File: src/include/dmm_map.svh
/*
 * Register addresses, field positions, reset values and timing figures of the
 * drive motion monitor. Included by the design and bench files; holds
 * definitions only.
 */
`ifndef DMM_MAP_SVH
`define DMM_MAP_SVH

// Register addresses as seen by the fieldbus master (word addresses).
`define DMM_ADDR_STARTUP      16'h0138
`define DMM_ADDR_POS_WIN      16'h0632
`define DMM_ADDR_SPD_WIN      16'h0634
`define DMM_ADDR_SPD_THR      16'h0636
`define DMM_ADDR_CUR_THR      16'h0638
`define DMM_ADDR_WIN_TIME     16'h063a
`define DMM_ADDR_SPD_LIM      16'h063c
`define DMM_ADDR_OUT_SEL      16'h0640
`define DMM_ADDR_STATUS       16'h0642

// Reset values of the parameter registers.
`define DMM_RST_POS_WIN       16'h000a
`define DMM_RST_SPD_WIN       16'h0000
`define DMM_RST_SPD_THR       16'h0000
`define DMM_RST_CUR_THR       16'h0000
`define DMM_RST_WIN_TIME      16'h0000
`define DMM_RST_SPD_LIM       16'h000a
`define DMM_RST_OUT_SEL       2'h0

// Legal value range of the parameters.
`define DMM_PARAM_MAX         16'h270f
`define DMM_SPD_LIM_MIN       16'h0001

// Start-up notice word bit positions.
`define DMM_SU_FIRST_SETUP    0
`define DMM_SU_MOTOR_CHANGED  1
`define DMM_SU_NVM_CORRUPT    2
`define DMM_SU_NO_MOTOR       3
`define DMM_SU_RESTART_PARAM  4

// Timing: one millisecond at a 25 ns clock period.
`define DMM_MS_NS             1000000
`define DMM_CLK_PERIOD_NS     25
`define DMM_CYC_PER_MS        (`DMM_MS_NS / `DMM_CLK_PERIOD_NS)

`endif

File: src/include/dmm_pkg.sv
/*
 * Types shared by the drive motion monitor files.
 * Assumes dmm_map.svh is on the include path.
 */
package dmm_pkg;
   typedef logic [15:0] dmm_addr_t;
   typedef logic [15:0] dmm_param_t;
   typedef logic [31:0] dmm_word_t;

   // Monitored quantities, also the index of each window status bit.
   typedef enum logic [1:0] {
      DMM_CH_POSITION,
      DMM_CH_SPEED_DEV,
      DMM_CH_SPEED,
      DMM_CH_CURRENT
   } dmm_chan_e;

   localparam int DMM_NUM_CH = 4;
endpackage

File: src/include/dmm_win_if.sv
/*
 * Carrier between the monitor top and one window qualifier.
 * Assumes one instance per monitored quantity, all on core_clk.
 */
`timescale 1ns/1ps
interface dmm_win_if;
   logic        ms_tick;   // One-cycle pulse every millisecond.
   logic [15:0] window_ms; // Check window time in milliseconds.
   logic        in_range;  // Quantity is below its limit this cycle.
   logic        status;    // Qualified window status.

   modport ctrl (output ms_tick, output window_ms, output in_range, input status);
   modport qual (input ms_tick, input window_ms, input in_range, output status);
endinterface

File: src/hdl/dmm_monitor.sv
/*
 * Drive motion monitor: parameter registers at fieldbus addresses, four
 * window-qualified comparisons, an input-driven speed limit, a routable
 * status output and the start-up notice word.
 * Assumes measured values come from logic on core_clk; the limit request is
 * an asynchronous pin. The register port is a simple one-access-per-pulse port.
 */
//
// Behaviour
// - Current below current threshold for the check window raises current status.
// - Speed deviation below its window value for the check window raises in-speed status.
// - Active limit input clamps the speed command to the input speed limit, 1..9999.
// - Speed below speed threshold for the check window raises speed-threshold status.
// - Position deviation below window value for the check window raises in-position status.
// - One common check window time in milliseconds, 0..9999, qualifies all four results.
// - Start-up word bits 0..4 report setup, motor change, bad storage, no motor, restart.
// - Writing one to bits 0, 1, 4 acknowledges those start-up conditions.
`timescale 1ns/1ps
`include "dmm_map.svh"
module dmm_monitor #(
   parameter int CYC_PER_MS = `DMM_CYC_PER_MS
) (
   input  wire logic               core_clk,
   input  wire logic               nrst,
   input  wire logic               reg_rd,
   input  wire logic               reg_wr,
   input  wire dmm_pkg::dmm_addr_t reg_addr,
   input  wire dmm_pkg::dmm_word_t reg_wdata,
   output dmm_pkg::dmm_word_t      reg_rdata,
   output logic                    reg_ack,
   output logic                    reg_err,
   input  wire logic [15:0]        current_act,
   input  wire logic [15:0]        speed_dev_act,
   input  wire logic [15:0]        speed_act,
   input  wire logic [15:0]        pos_dev_act,
   input  wire logic signed [15:0] speed_cmd,
   input  wire logic               limit_pin,
   input  wire logic               first_setup_evt,
   input  wire logic               motor_changed_evt,
   input  wire logic               nvm_corrupt,
   input  wire logic               no_motor,
   input  wire logic               restart_param_evt,
   output logic signed [15:0]      speed_cmd_limited,
   output logic                    speed_limit_active,
   output logic [3:0]              window_status,
   output logic                    prog_out
);
   import dmm_pkg::*;

   logic [1:0]  rst_sync;
   logic        rst_n;
   logic [1:0]  limit_sync;
   logic [31:0] ms_count;
   logic        ms_tick;
   dmm_param_t  position_window_deviation;
   dmm_param_t  speed_window_deviation;
   dmm_param_t  speed_threshold_level;
   dmm_param_t  current_threshold_level;
   dmm_param_t  check_window_time;
   dmm_param_t  input_speed_limit;
   logic [1:0]  out_sel;
   logic [4:0]  startup_flags;
   logic [3:0]  win_status;

   // Reset is asserted at once but released through two flip-flops.
   always_ff @(posedge core_clk or negedge nrst) begin
      if (!nrst) begin
         rst_sync <= 2'h0;
      end else begin
         rst_sync <= {rst_sync[0], 1'b1};
      end
   end
   assign rst_n = rst_sync[1];

   // The limit pin is asynchronous; only the second stage is read.
   always_ff @(posedge core_clk or negedge rst_n) begin
      if (!rst_n) begin
         limit_sync <= 2'h0;
      end else begin
         limit_sync <= {limit_sync[0], limit_pin};
      end
   end

   // Millisecond prescaler shared by all window qualifiers.
   always_ff @(posedge core_clk or negedge rst_n) begin
      if (!rst_n) begin
         ms_count <= 32'h0;
         ms_tick  <= 1'b0;
      end else if (ms_count >= 32'(CYC_PER_MS - 1)) begin
         ms_count <= 32'h0;
         ms_tick  <= 1'b1;
      end else begin
         ms_count <= ms_count + 32'h1;
         ms_tick  <= 1'b0;
      end
   end

   // Register decode and write legality.
   wire sel_startup  = reg_addr == `DMM_ADDR_STARTUP;
   wire sel_pos_win  = reg_addr == `DMM_ADDR_POS_WIN;
   wire sel_spd_win  = reg_addr == `DMM_ADDR_SPD_WIN;
   wire sel_spd_thr  = reg_addr == `DMM_ADDR_SPD_THR;
   wire sel_cur_thr  = reg_addr == `DMM_ADDR_CUR_THR;
   wire sel_win_time = reg_addr == `DMM_ADDR_WIN_TIME;
   wire sel_spd_lim  = reg_addr == `DMM_ADDR_SPD_LIM;
   wire sel_out_sel  = reg_addr == `DMM_ADDR_OUT_SEL;
   wire sel_status   = reg_addr == `DMM_ADDR_STATUS;
   wire sel_param    = sel_pos_win | sel_spd_win | sel_spd_thr | sel_cur_thr | sel_win_time | sel_spd_lim;
   wire sel_any      = sel_param | sel_startup | sel_out_sel | sel_status;
   // A parameter above 9999, or a speed limit of zero, is refused unchanged.
   wire over_range   = reg_wdata[31:0] > {16'h0, `DMM_PARAM_MAX};
   wire lim_low      = sel_spd_lim && (reg_wdata[15:0] < `DMM_SPD_LIM_MIN);
   wire wr_bad       = reg_wr && ((sel_param && (over_range || lim_low)) || sel_status);
   wire wr_ok        = reg_wr && sel_any && !wr_bad;
   wire acc_err      = (reg_rd || reg_wr) && (!sel_any || wr_bad);

   // Parameter registers; only legal writes land.
   always_ff @(posedge core_clk or negedge rst_n) begin
      if (!rst_n) begin
         position_window_deviation <= `DMM_RST_POS_WIN;
         speed_window_deviation    <= `DMM_RST_SPD_WIN;
         speed_threshold_level     <= `DMM_RST_SPD_THR;
         current_threshold_level   <= `DMM_RST_CUR_THR;
         check_window_time         <= `DMM_RST_WIN_TIME;
         input_speed_limit         <= `DMM_RST_SPD_LIM;
         out_sel                   <= `DMM_RST_OUT_SEL;
      end else if (wr_ok) begin
         if (sel_pos_win)  position_window_deviation <= reg_wdata[15:0];
         if (sel_spd_win)  speed_window_deviation    <= reg_wdata[15:0];
         if (sel_spd_thr)  speed_threshold_level     <= reg_wdata[15:0];
         if (sel_cur_thr)  current_threshold_level   <= reg_wdata[15:0];
         if (sel_win_time) check_window_time         <= reg_wdata[15:0];
         if (sel_spd_lim)  input_speed_limit         <= reg_wdata[15:0];
         if (sel_out_sel)  out_sel                   <= reg_wdata[1:0];
      end
   end

   // Start-up flags: events set bits 0, 1, 4 and write-one clears them; bits 2, 3 follow their inputs; a set in the clearing cycle wins.
   wire       su_wr = wr_ok && sel_startup;
   wire [4:0] su_set = {restart_param_evt, 2'h0, motor_changed_evt, first_setup_evt};
   wire [4:0] su_clr = su_wr ? {reg_wdata[`DMM_SU_RESTART_PARAM], 2'h0,
                                reg_wdata[`DMM_SU_MOTOR_CHANGED], reg_wdata[`DMM_SU_FIRST_SETUP]} : 5'h0;
   wire [4:0] next_su_sticky = su_set | (startup_flags & ~su_clr);
   always_ff @(posedge core_clk or negedge rst_n) begin
      if (!rst_n) begin
         startup_flags <= 5'h0;
      end else begin
         startup_flags[`DMM_SU_FIRST_SETUP]   <= next_su_sticky[`DMM_SU_FIRST_SETUP];
         startup_flags[`DMM_SU_MOTOR_CHANGED] <= next_su_sticky[`DMM_SU_MOTOR_CHANGED];
         startup_flags[`DMM_SU_NVM_CORRUPT]   <= nvm_corrupt;
         startup_flags[`DMM_SU_NO_MOTOR]      <= no_motor;
         startup_flags[`DMM_SU_RESTART_PARAM] <= next_su_sticky[`DMM_SU_RESTART_PARAM];
      end
   end

   // Read data selection.
   wire [31:0] rd_mux =
      sel_startup  ? {27'h0, startup_flags} :
      sel_pos_win  ? {16'h0, position_window_deviation} :
      sel_spd_win  ? {16'h0, speed_window_deviation} :
      sel_spd_thr  ? {16'h0, speed_threshold_level} :
      sel_cur_thr  ? {16'h0, current_threshold_level} :
      sel_win_time ? {16'h0, check_window_time} :
      sel_spd_lim  ? {16'h0, input_speed_limit} :
      sel_out_sel  ? {30'h0, out_sel} :
      sel_status   ? {27'h0, limit_sync[1], win_status} : 32'h0;

   // Every access is answered one cycle later; errors read as zero.
   always_ff @(posedge core_clk or negedge rst_n) begin
      if (!rst_n) begin
         reg_rdata <= 32'h0;
         reg_ack   <= 1'b0;
         reg_err   <= 1'b0;
      end else begin
         reg_rdata <= (reg_rd && sel_any) ? rd_mux : 32'h0;
         reg_ack   <= reg_rd || reg_wr;
         reg_err   <= acc_err;
      end
   end

   // Comparisons of each measured quantity against its limit, strictly below.
   wire [3:0] in_range;
   assign in_range[DMM_CH_POSITION]  = pos_dev_act   < position_window_deviation;
   assign in_range[DMM_CH_SPEED_DEV] = speed_dev_act < speed_window_deviation;
   assign in_range[DMM_CH_SPEED]     = speed_act     < speed_threshold_level;
   assign in_range[DMM_CH_CURRENT]   = current_act   < current_threshold_level;

   // One qualifier per quantity, all sharing the check window time.
   for (genvar ch = 0; ch < DMM_NUM_CH; ch++) begin : g_win
      dmm_win_if wif ();
      assign wif.ms_tick    = ms_tick;
      assign wif.window_ms  = check_window_time;
      assign wif.in_range   = in_range[ch];
      assign win_status[ch] = wif.status;
      dmm_window u_win (
         .core_clk (core_clk),
         .rst_n    (rst_n),
         .win      (wif.qual)
      );
   end

   // Speed clamp: magnitude limited symmetrically while the limit input is active.
   wire signed [16:0] lim_pos = {1'b0, input_speed_limit};
   wire signed [16:0] lim_neg = -lim_pos;
   wire signed [16:0] cmd_ext = {speed_cmd[15], speed_cmd};
   wire signed [16:0] cmd_clamped = (cmd_ext > lim_pos) ? lim_pos :
                                    (cmd_ext < lim_neg) ? lim_neg : cmd_ext;

   // Outputs are registered; the routed output follows the selected status.
   always_ff @(posedge core_clk or negedge rst_n) begin
      if (!rst_n) begin
         speed_cmd_limited  <= 16'sh0;
         speed_limit_active <= 1'b0;
         window_status      <= 4'h0;
         prog_out           <= 1'b0;
      end else begin
         speed_limit_active <= limit_sync[1];
         speed_cmd_limited  <= limit_sync[1] ? cmd_clamped[15:0] : speed_cmd;
         window_status      <= win_status;
         prog_out           <= win_status[out_sel];
      end
   end
endmodule

File: src/hdl/dmm_window.sv
/*
 * Window qualifier: raises its status once its condition has held for the
 * whole check window and drops it at once when the condition fails.
 * Assumes an active-low reset, asserted asynchronously, and a millisecond tick
 * on core_clk.
 */
`timescale 1ns/1ps
module dmm_window (
   input  wire logic core_clk,
   input  wire logic rst_n,
   dmm_win_if.qual   win
);
   logic [15:0] elapsed_ms;
   logic        window_done;

   // A tick may fall in the first cycle in range, so the first counted
   // millisecond can be nearly empty. One tick beyond the window is therefore
   // needed, and the condition has always held for the full window; a prescaler
   // per channel is traded for a shared tick. A zero window needs no tick.
   assign window_done = (win.window_ms == 16'h0000) || (elapsed_ms > win.window_ms);

   always_ff @(posedge core_clk or negedge rst_n) begin
      if (!rst_n) begin
         elapsed_ms <= '0;
         win.status <= 1'b0;
      end else if (!win.in_range) begin
         elapsed_ms <= '0;
         win.status <= 1'b0;
      end else if (window_done) begin
         win.status <= 1'b1;
      end else if (win.ms_tick) begin
         elapsed_ms <= elapsed_ms + 16'h0001;
      end
   end
endmodule

File: config.mk
export PLATFORM = sky130hd
export DESIGN_NAME = dmm_monitor
export DESIGN_NICKNAME = d
export VERILOG_FILES = /design/src/include/dmm_pkg.sv /design/src/include/dmm_win_if.sv /design/src/hdl/dmm_monitor.sv /design/src/hdl/dmm_window.sv
export VERILOG_INCLUDE_DIRS = /design/src /design/src/include
export SDC_FILE = /design/constraint.sdc
export NUM_CORES = 1
export LEC_CHECK = 0
export ABC_AREA = 1
export BUFFER_PORTS_ARGS = -buffer_cell sky130_fd_sc_hd__buf_2
export CAP_MARGIN = 10
export CORE_MARGIN = 4
export CORE_UTILIZATION = 30
export CTS_CLUSTER_DIAMETER = 100
export DETAILED_ROUTE_END_ITERATION = 16
export GPL_TIMING_DRIVEN = 0
export PLACE_DENSITY = 0.52
export SYNTH_ARGS = -nofsm -noshare
export SYNTH_HDL_FRONTEND = slang
export SYNTH_SLANG_ARGS = --single-unit
File: constraint.sdc
create_clock -name core_clk -period 19 [get_ports core_clk]
set_input_delay 2.85 -clock core_clk [delete_from_list [all_inputs] [get_ports core_clk]]
set_output_delay 2.85 -clock core_clk [all_outputs]
set_load 0.005 [all_outputs]
==> results of run 1 <==
registers in the layout, indices dropped and copies added, names as in the netlist:
signal and flops:
limit_sync 2, check_window_time 16, current_threshold_level 16, reg_rdata 16
window_status 4, speed_threshold_level 16, g_win.u_win.win.status 4, out_sel 2
startup_flags 5, reg_ack 1, g_win.wif.ms_tick 1, speed_window_deviation 16
prog_out 1, position_window_deviation 16, ms_count 32, reg_err 1
g_win.u_win.elapsed_ms 64, rst_sync 2, speed_cmd_limited 16, speed_limit_active 1
input_speed_limit 16
layout make-up:
class | instances | area [um2] | share of cell area [%]
timing repair buffer | 172 | 943 | 4.72
multi-input combinational | 1748 | 9480 | 47.4
clock buffer | 39 | 836 | 4.18
antenna | 3 | 7.51 | 0.0375
buffer | 90 | 472 | 2.36
clock inverter | 19 | 235 | 1.18
inverter | 234 | 878 | 4.39
sequential | 248 | 6210 | 31.1
tap | 748 | 936 | 4.68
worst max-delay path: stages:
cell	delay (ns)
buf_2	0.10
nor2_1	0.10
nand2_1	0.23
nor2_1	0.31
nand4_1	0.23
nor2_1	0.47
clkbuf_1	0.44
nor3_1	0.09
o21ai_0	0.50
nand2_1	0.10
nand2_1	0.08
nor2_1	0.04
per-stage QoR:
step | util [%] | instances
after global placement | 33.9 | 3236
after detailed placement | 34.1 | 3240
after floorplan | - | 2320
final | 36.1 | 3301
after global routing | 36.1 | 3298
after CTS | 36.1 | 3298
kinds of logic after synthesis:
family,after synthesis
adder cells (fa/ha/maj),163
XOR/XNOR,67
buffers and inverters,324
other,2
flip-flops,248
AO/OA/AOI/OAI,241
AND/OR/NAND/NOR,1244
power groups by stage:
stage / logic, mW / clock network, mW / registers (mW)
final: 0.187 / 0.624 / 0.576
after global routing: 0.216 / 0.660 / 0.579
after CTS: 0.188 / 0.640 / 0.575
after detailed placement: 0.186 / 0 / 0.585
after global placement: 0.170 / 0 / 0.593
after floorplan: 0.117 / 0 / 0.583
cell usage after synthesis, types with 6 or more instances:
master    number  area share, %
inv_2          9           0.20
a21o_1         6           0.27
buf_4         20           0.89
dfrtp_1      244             36
nand3b_1      11           0.49
nor2_2         6           0.22
nand3_2        7           0.41
inv_1        222            4.9
o21ai_0       74            2.2
or2_2          6           0.22
clkbuf_1      50            1.1
buf_2         11           0.33
buf_6          6           0.40
o211ai_1       7           0.31
nor2_1       373            8.3
nor3_2         9           0.53
xor2_1        48            2.5
nand2_1      466             10
xnor2_1       19           0.98
ha_1         163             12
nor3_1       115            3.4
nand3_1      156            4.6
nor3b_1        6           0.27
nor4_1        23           0.85
nand4_1       56            2.1
a21oi_1      142            4.2
metal layers:
| metal | vias to the layer above | GRT usage, % | routed length [um] |
|---|---|---|---|
| met1 | 7581 | 25.5 | 25700 |
| met3 | 114 | 2.20 | 3420 |
| met2 | 472 | 30.3 | 26100 |
| met5 | - | 0 | 0 |
| li1 | 7961 | - | - |
| met4 | 0 | 7.34 | 2570 |
worst paths after layout:
check	startpoint	end	slack (ns)	depth (start not counted)
max	reg_addr[6]	reg_rdata[11]$_DFF_PN0_	13.91	12
min in group core_clk	rst_sync[0]$_DFF_PN0_	rst_sync[1]$_DFF_PN0_	0.35	0
min reg2reg	rst_sync[1]$_DFF_PN0_	reg_rdata[8]$_DFF_PN0_	0.26	0
max reg2reg	input_speed_limit[0]$_DFFE_PN0P_	speed_cmd_limited[8]$_DFF_PN0_	14.62	20
min	rst_sync[1]$_DFF_PN0_	reg_rdata[8]$_DFF_PN0_	0.26	0
max in group asynchronous	nrst	rst_sync[1]$_DFF_PN0_	16.86	1
==> flow_summary.toml, run 1 <==
[status]
status = "complete, no violations"

[global_routing]
grt_antenna_before_repair = 3
grt_overflow = 0
grt_usage_pct = 18.7
grt_max_degree = 67
grt_pass1_wl_mm = 88.5
grt_pass1_vias = 15600

[yosys]
synth-xor-area-share_pct = 3.47
synth-simple-area-share_pct = 32.2
synth_top_family_by_area = "simple AND/OR/NAND/NOR gates"
async_flop_share_pct = 100
synthCells = 2289
synth_area_um2 = 16900
synthMuxAreaShare_pct = 0
synth_warnings = 0
synth_compound_area_share_pct = 7.51
yosys_most_used_dff = "dfrtp_1"
synth-seq-cells = 248
syn_avg_cell_area_um2 = 7.39
synthDistinctLibCells = 42
seq_area_frac_synth_pct = 36.7
synth-adder-area-share_pct = 12.1
synth_edf_count = 0

[sta]
tns_ns = 0
max_freq_mhz = 196
slew_headroom_pct = 29.1
worst_pin_slew_ns = 1.06
period_needed_ns = 5.09
period_share_pct = 26.8
fin_hold_ws_ns = 0.255
final_hold_viol_count = 0
setup_viol = 0
worst_clock_skew_ns = 0.0139
layout_setup_ws_ns = 13.91
slew_violations = 0
rsz0062_at_grt = "no"

[drt]
drtIter0Drc = 1200
drt_wl_total_mm = 57.8
viasPerCell = 4.89
wl_per_cell_um = 17.5
dr.pass1.iters = 6
drt.antenna.violating_nets = 0
route.vias.total = 16100
drc = 0

[final_layout]
final_cell_mix = "nand2_1, nor2_1, dfrtp_1, inv_1, buf_2"
area_delta_synth_final_pct = 18.2
fill_cells = 5879
nets = 2826
drive_gt1_share_pct = 12.1
design_area_um2 = 20000
layout_commonest_cell = "nand2_1"

[floorplan]
fp.dieW_um = 245
fp.dieArea_um2 = 60300
num_rows = 86
ios = 194
start_util_pct = 30.5
dieHeight_um = 245
core_area_um2 = 55400

[clock_tree]
clkLatencyLatePin_ns = 0.60
cts_resized = 0
h-tree-depth = 1
cts_setup_buffers = 0
clk_pin_slew_ns = 0.06
clock-root-buffer = "clkbuf_16"
cts_hold_buf = 0
cts_buffers = 31
cts_tree = "yes"
cts_buffer_depth = 3
cts.sinks = 248

[place]
gp_congestion = 0.952
place_area_um2 = 18900
pre_cts_ws_ns = 13.43
port_buffers = 168
hpwl_mm = 44.9

[hold_path]
min-delay-path-class = "flip-flop to asynchronous set/reset pin"

[power_and_ir_drop]
pwr-share-comb_pct = 13.5
power.density_nw_per_um2 = 69.3
leakagePower_nw = 9.73
total_power_mw = 1.39
ir_worst_vdd_mv = 0.0611
p_clk_share_pct = 45.0
pwr-share-seq_pct = 41.5
p_int_mw = 0.994
swShare_pct = 28.3
switchingPower_mw = 0.392

[flow_run]
maxCapViolCount = 0

[worst_setup_path]
critPathLaunchType = "primary input"
end_kind = "flip-flop"
critPathArrivalTime_ns = 5.55
critical_path_class = "primary input to flip-flop"
worst_ep_required_time_ns = 19.46
crit_fanout = 10
Note: power is estimated with default switching activity, not from simulation.
==> inputs of run 2 (changes only) <==
clock period = 5 ns   (was 19 ns; I/O delays follow)
==> run 2 against run 1 <==
Net effect: register-to-register slack got worse by 14 ns; critical path type is now flip-flop to flip-flop; first-iteration DRC count increased by 12%; combinational power increased to 3.8 times the previous value; clock skew decreased by 0.00098 ns; cell count increased by 0.15%; sequential power increased to 3.8 times the previous value; non-clock buffer count increased by 1; count of clock-buffer cells in the layout increased by 3.
==> flow_summary.toml, run 2 (synthesis gave the netlist of run 1 again) <==
[clock_tree]
cts.sinks = 248
cts_buffers = 34
cts_setup_buffers = 0
cts_tree = "yes"
h-tree-depth = 2
cts_buffer_depth = 3
cts_resized = 0
clock-root-buffer = "clkbuf_16"
clk_pin_slew_ns = 0.06
clkLatencyLatePin_ns = 0.56

[final_layout]
layout_commonest_cell = "nand2_1"
largest_reg_flops = 64
nets = 2830
drive_gt1_share_pct = 12.3
largestRegisters = "g_win.u_win.elapsed_ms: 64 flops, ms_count: 32 flops"
post-route-util_pct = 36.4
area_delta_synth_final_pct = 19.3
design_area_um2 = 20200
top_register = "g_win.u_win.elapsed_ms"
fill_cells = 5874
final_cell_mix = "nand2_1, nor2_1, dfrtp_1, inv_1, buf_2"

[sta]
rsz0062_at_grt = "no"
period_share_pct = 85.8
final_hold_viol_count = 0
setup_viol = 0
period_needed_ns = 4.29
slew_headroom_pct = 34.7
max_freq_mhz = 233
slew_violations = 0
tns_ns = 0
fin_hold_ws_ns = 0.305
layout_setup_ws_ns = 0.712
worst_clock_skew_ns = 0.0130
worst_pin_slew_ns = 0.980

[floorplan]
ios = 194
fp.dieArea_um2 = 60300
fp.dieW_um = 245
core_area_um2 = 55400
start_util_pct = 30.5
dieHeight_um = 245
num_rows = 86

[place]
gp_congestion = 0.890
hpwl_mm = 44.9
place_area_um2 = 18900
pre_cts_ws_ns = 0.735
port_buffers = 168

[status]
status = "complete, no violations"

[power_and_ir_drop]
leakagePower_nw = 9.83
power.density_nw_per_um2 = 277
ir_worst_vdd_mv = 0.194

[drt]
drt.antenna.violating_nets = 0
wl_per_cell_um = 17.5
route.vias.total = 16200
drtIter0Drc = 1338
viasPerCell = 4.89
drt_wl_total_mm = 57.8
dr.pass1.iters = 5
drc = 0

[global_routing]
grt_overflow = 0
grt_use_met1_pct = 25.4
grt_antenna_before_repair = 5
top_usage_layer = "met2"
grt_max_degree = 60
use_met2_pct = 30.7
grt_usage_pct = 18.9
grt_pass1_vias = 15600
met3_usage_pct = 3.42
grt_pass1_wl_mm = 89.1

[worst_setup_path]
worst_ep_required_time_ns = 5.43
critPathLaunchType = "flip-flop"
critPathArrivalTime_ns = 4.72
end_kind = "flip-flop"
crit_fanout = 10
critical_path_class = "flip-flop to flip-flop"

[flow_run]
maxCapViolCount = 0

[hold_path]
min-delay-path-class = "primary input to flip-flop"
## run 2: cell count changes in the layout (fill, tap and decap cells not counted), moves of 2 or more
cell,previous run,this run
clkbuf_1,55,52
clkbuf_16,31,34
inv_6,2,0
clkinv_2,7,5
clkbuf_8,3,6
bufinv_16,4,6
## run 2: power breakdown
group / switching (mW) / internal [mW] / total (mW)
clock: 1.02 / 1.67 / 2.69
sequential: 0.104 / 2.08 / 2.19
combinational: 0.413 / 0.292 / 0.706
## run 2: layout make-up
class | instances | area (um2) | share of cell area (%)
buffer | 90 | 472 | 2.34
clock inverter | 19 | 305 | 1.51
inverter | 234 | 878 | 4.35
timing repair buffer | 173 | 961 | 4.76
tap | 748 | 936 | 4.63
sequential | 248 | 6210 | 30.8
multi-input combinational | 1748 | 9480 | 46.9
clock buffer | 42 | 941 | 4.66
antenna | 4 | 10.0 | 0.0496
## run 2: metal layers
layer	up-vias	wire length [um]	part of all wire, %
met2	479	26500	46
li1	7971	-	-
met1	7598	25100	43
met5	-	9	0.016
met4	2	2080	3.6
met3	103	4100	7.1
## run 2: final timing paths
path | from | end | slack [ns] | cells after the start
max | input_speed_limit[0]$_DFFE_PN0P_ | speed_cmd_limited[8]$_DFF_PN0_ | 0.71 | 20
min | no_motor | startup_flags[3]$_DFF_PN0_ | 0.31 | 1
max reg2reg | input_speed_limit[0]$_DFFE_PN0P_ | speed_cmd_limited[8]$_DFF_PN0_ | 0.71 | 20
min reg2reg | rst_sync[1]$_DFF_PN0_ | reg_rdata[15]$_DFF_PN0_ | 0.33 | 0
max in group asynchronous | rst_sync[1]$_DFF_PN0_ | limit_sync[1]$_DFF_PN0_ | 3.35 | 3
min in group asynchronous | rst_sync[1]$_DFF_PN0_ | reg_rdata[15]$_DFF_PN0_ | 0.33 | 0
## run 2: critical path, stage by stage, from the launching register on
cell	delay, ns
dfrtp_1	0.52
inv_1	0.11
ha_1	0.18
nand2_1	0.06
nor2_1	0.27
nand4_1	0.19
nor3_1	0.34
nand3_1	0.16
nor4_1	0.22
ha_1	0.32
nand2_1	0.09
inv_1	0.05
o21ai_0	0.07
nand2_1	0.07
nor2_1	0.14
nand4_1	0.32
nand2_1	0.36
clkbuf_1	0.42
nand2_1	0.09
nand3_1	0.10
a21oi_1	0.08
## run 2: what timing repair did
item                       4_1_cts  5_1_grt
hold endpoints to repair         2        0
setup endpoints to repair        0        0
hold buffers                     1        0
## run 2: per-stage QoR
step	std cells	total power [mW]
after floorplan	2320	2.66
after global placement	3236	2.90
after detailed placement	3240	2.93
after CTS	3302	5.66
after global routing	3303	5.86
final	3306	5.58
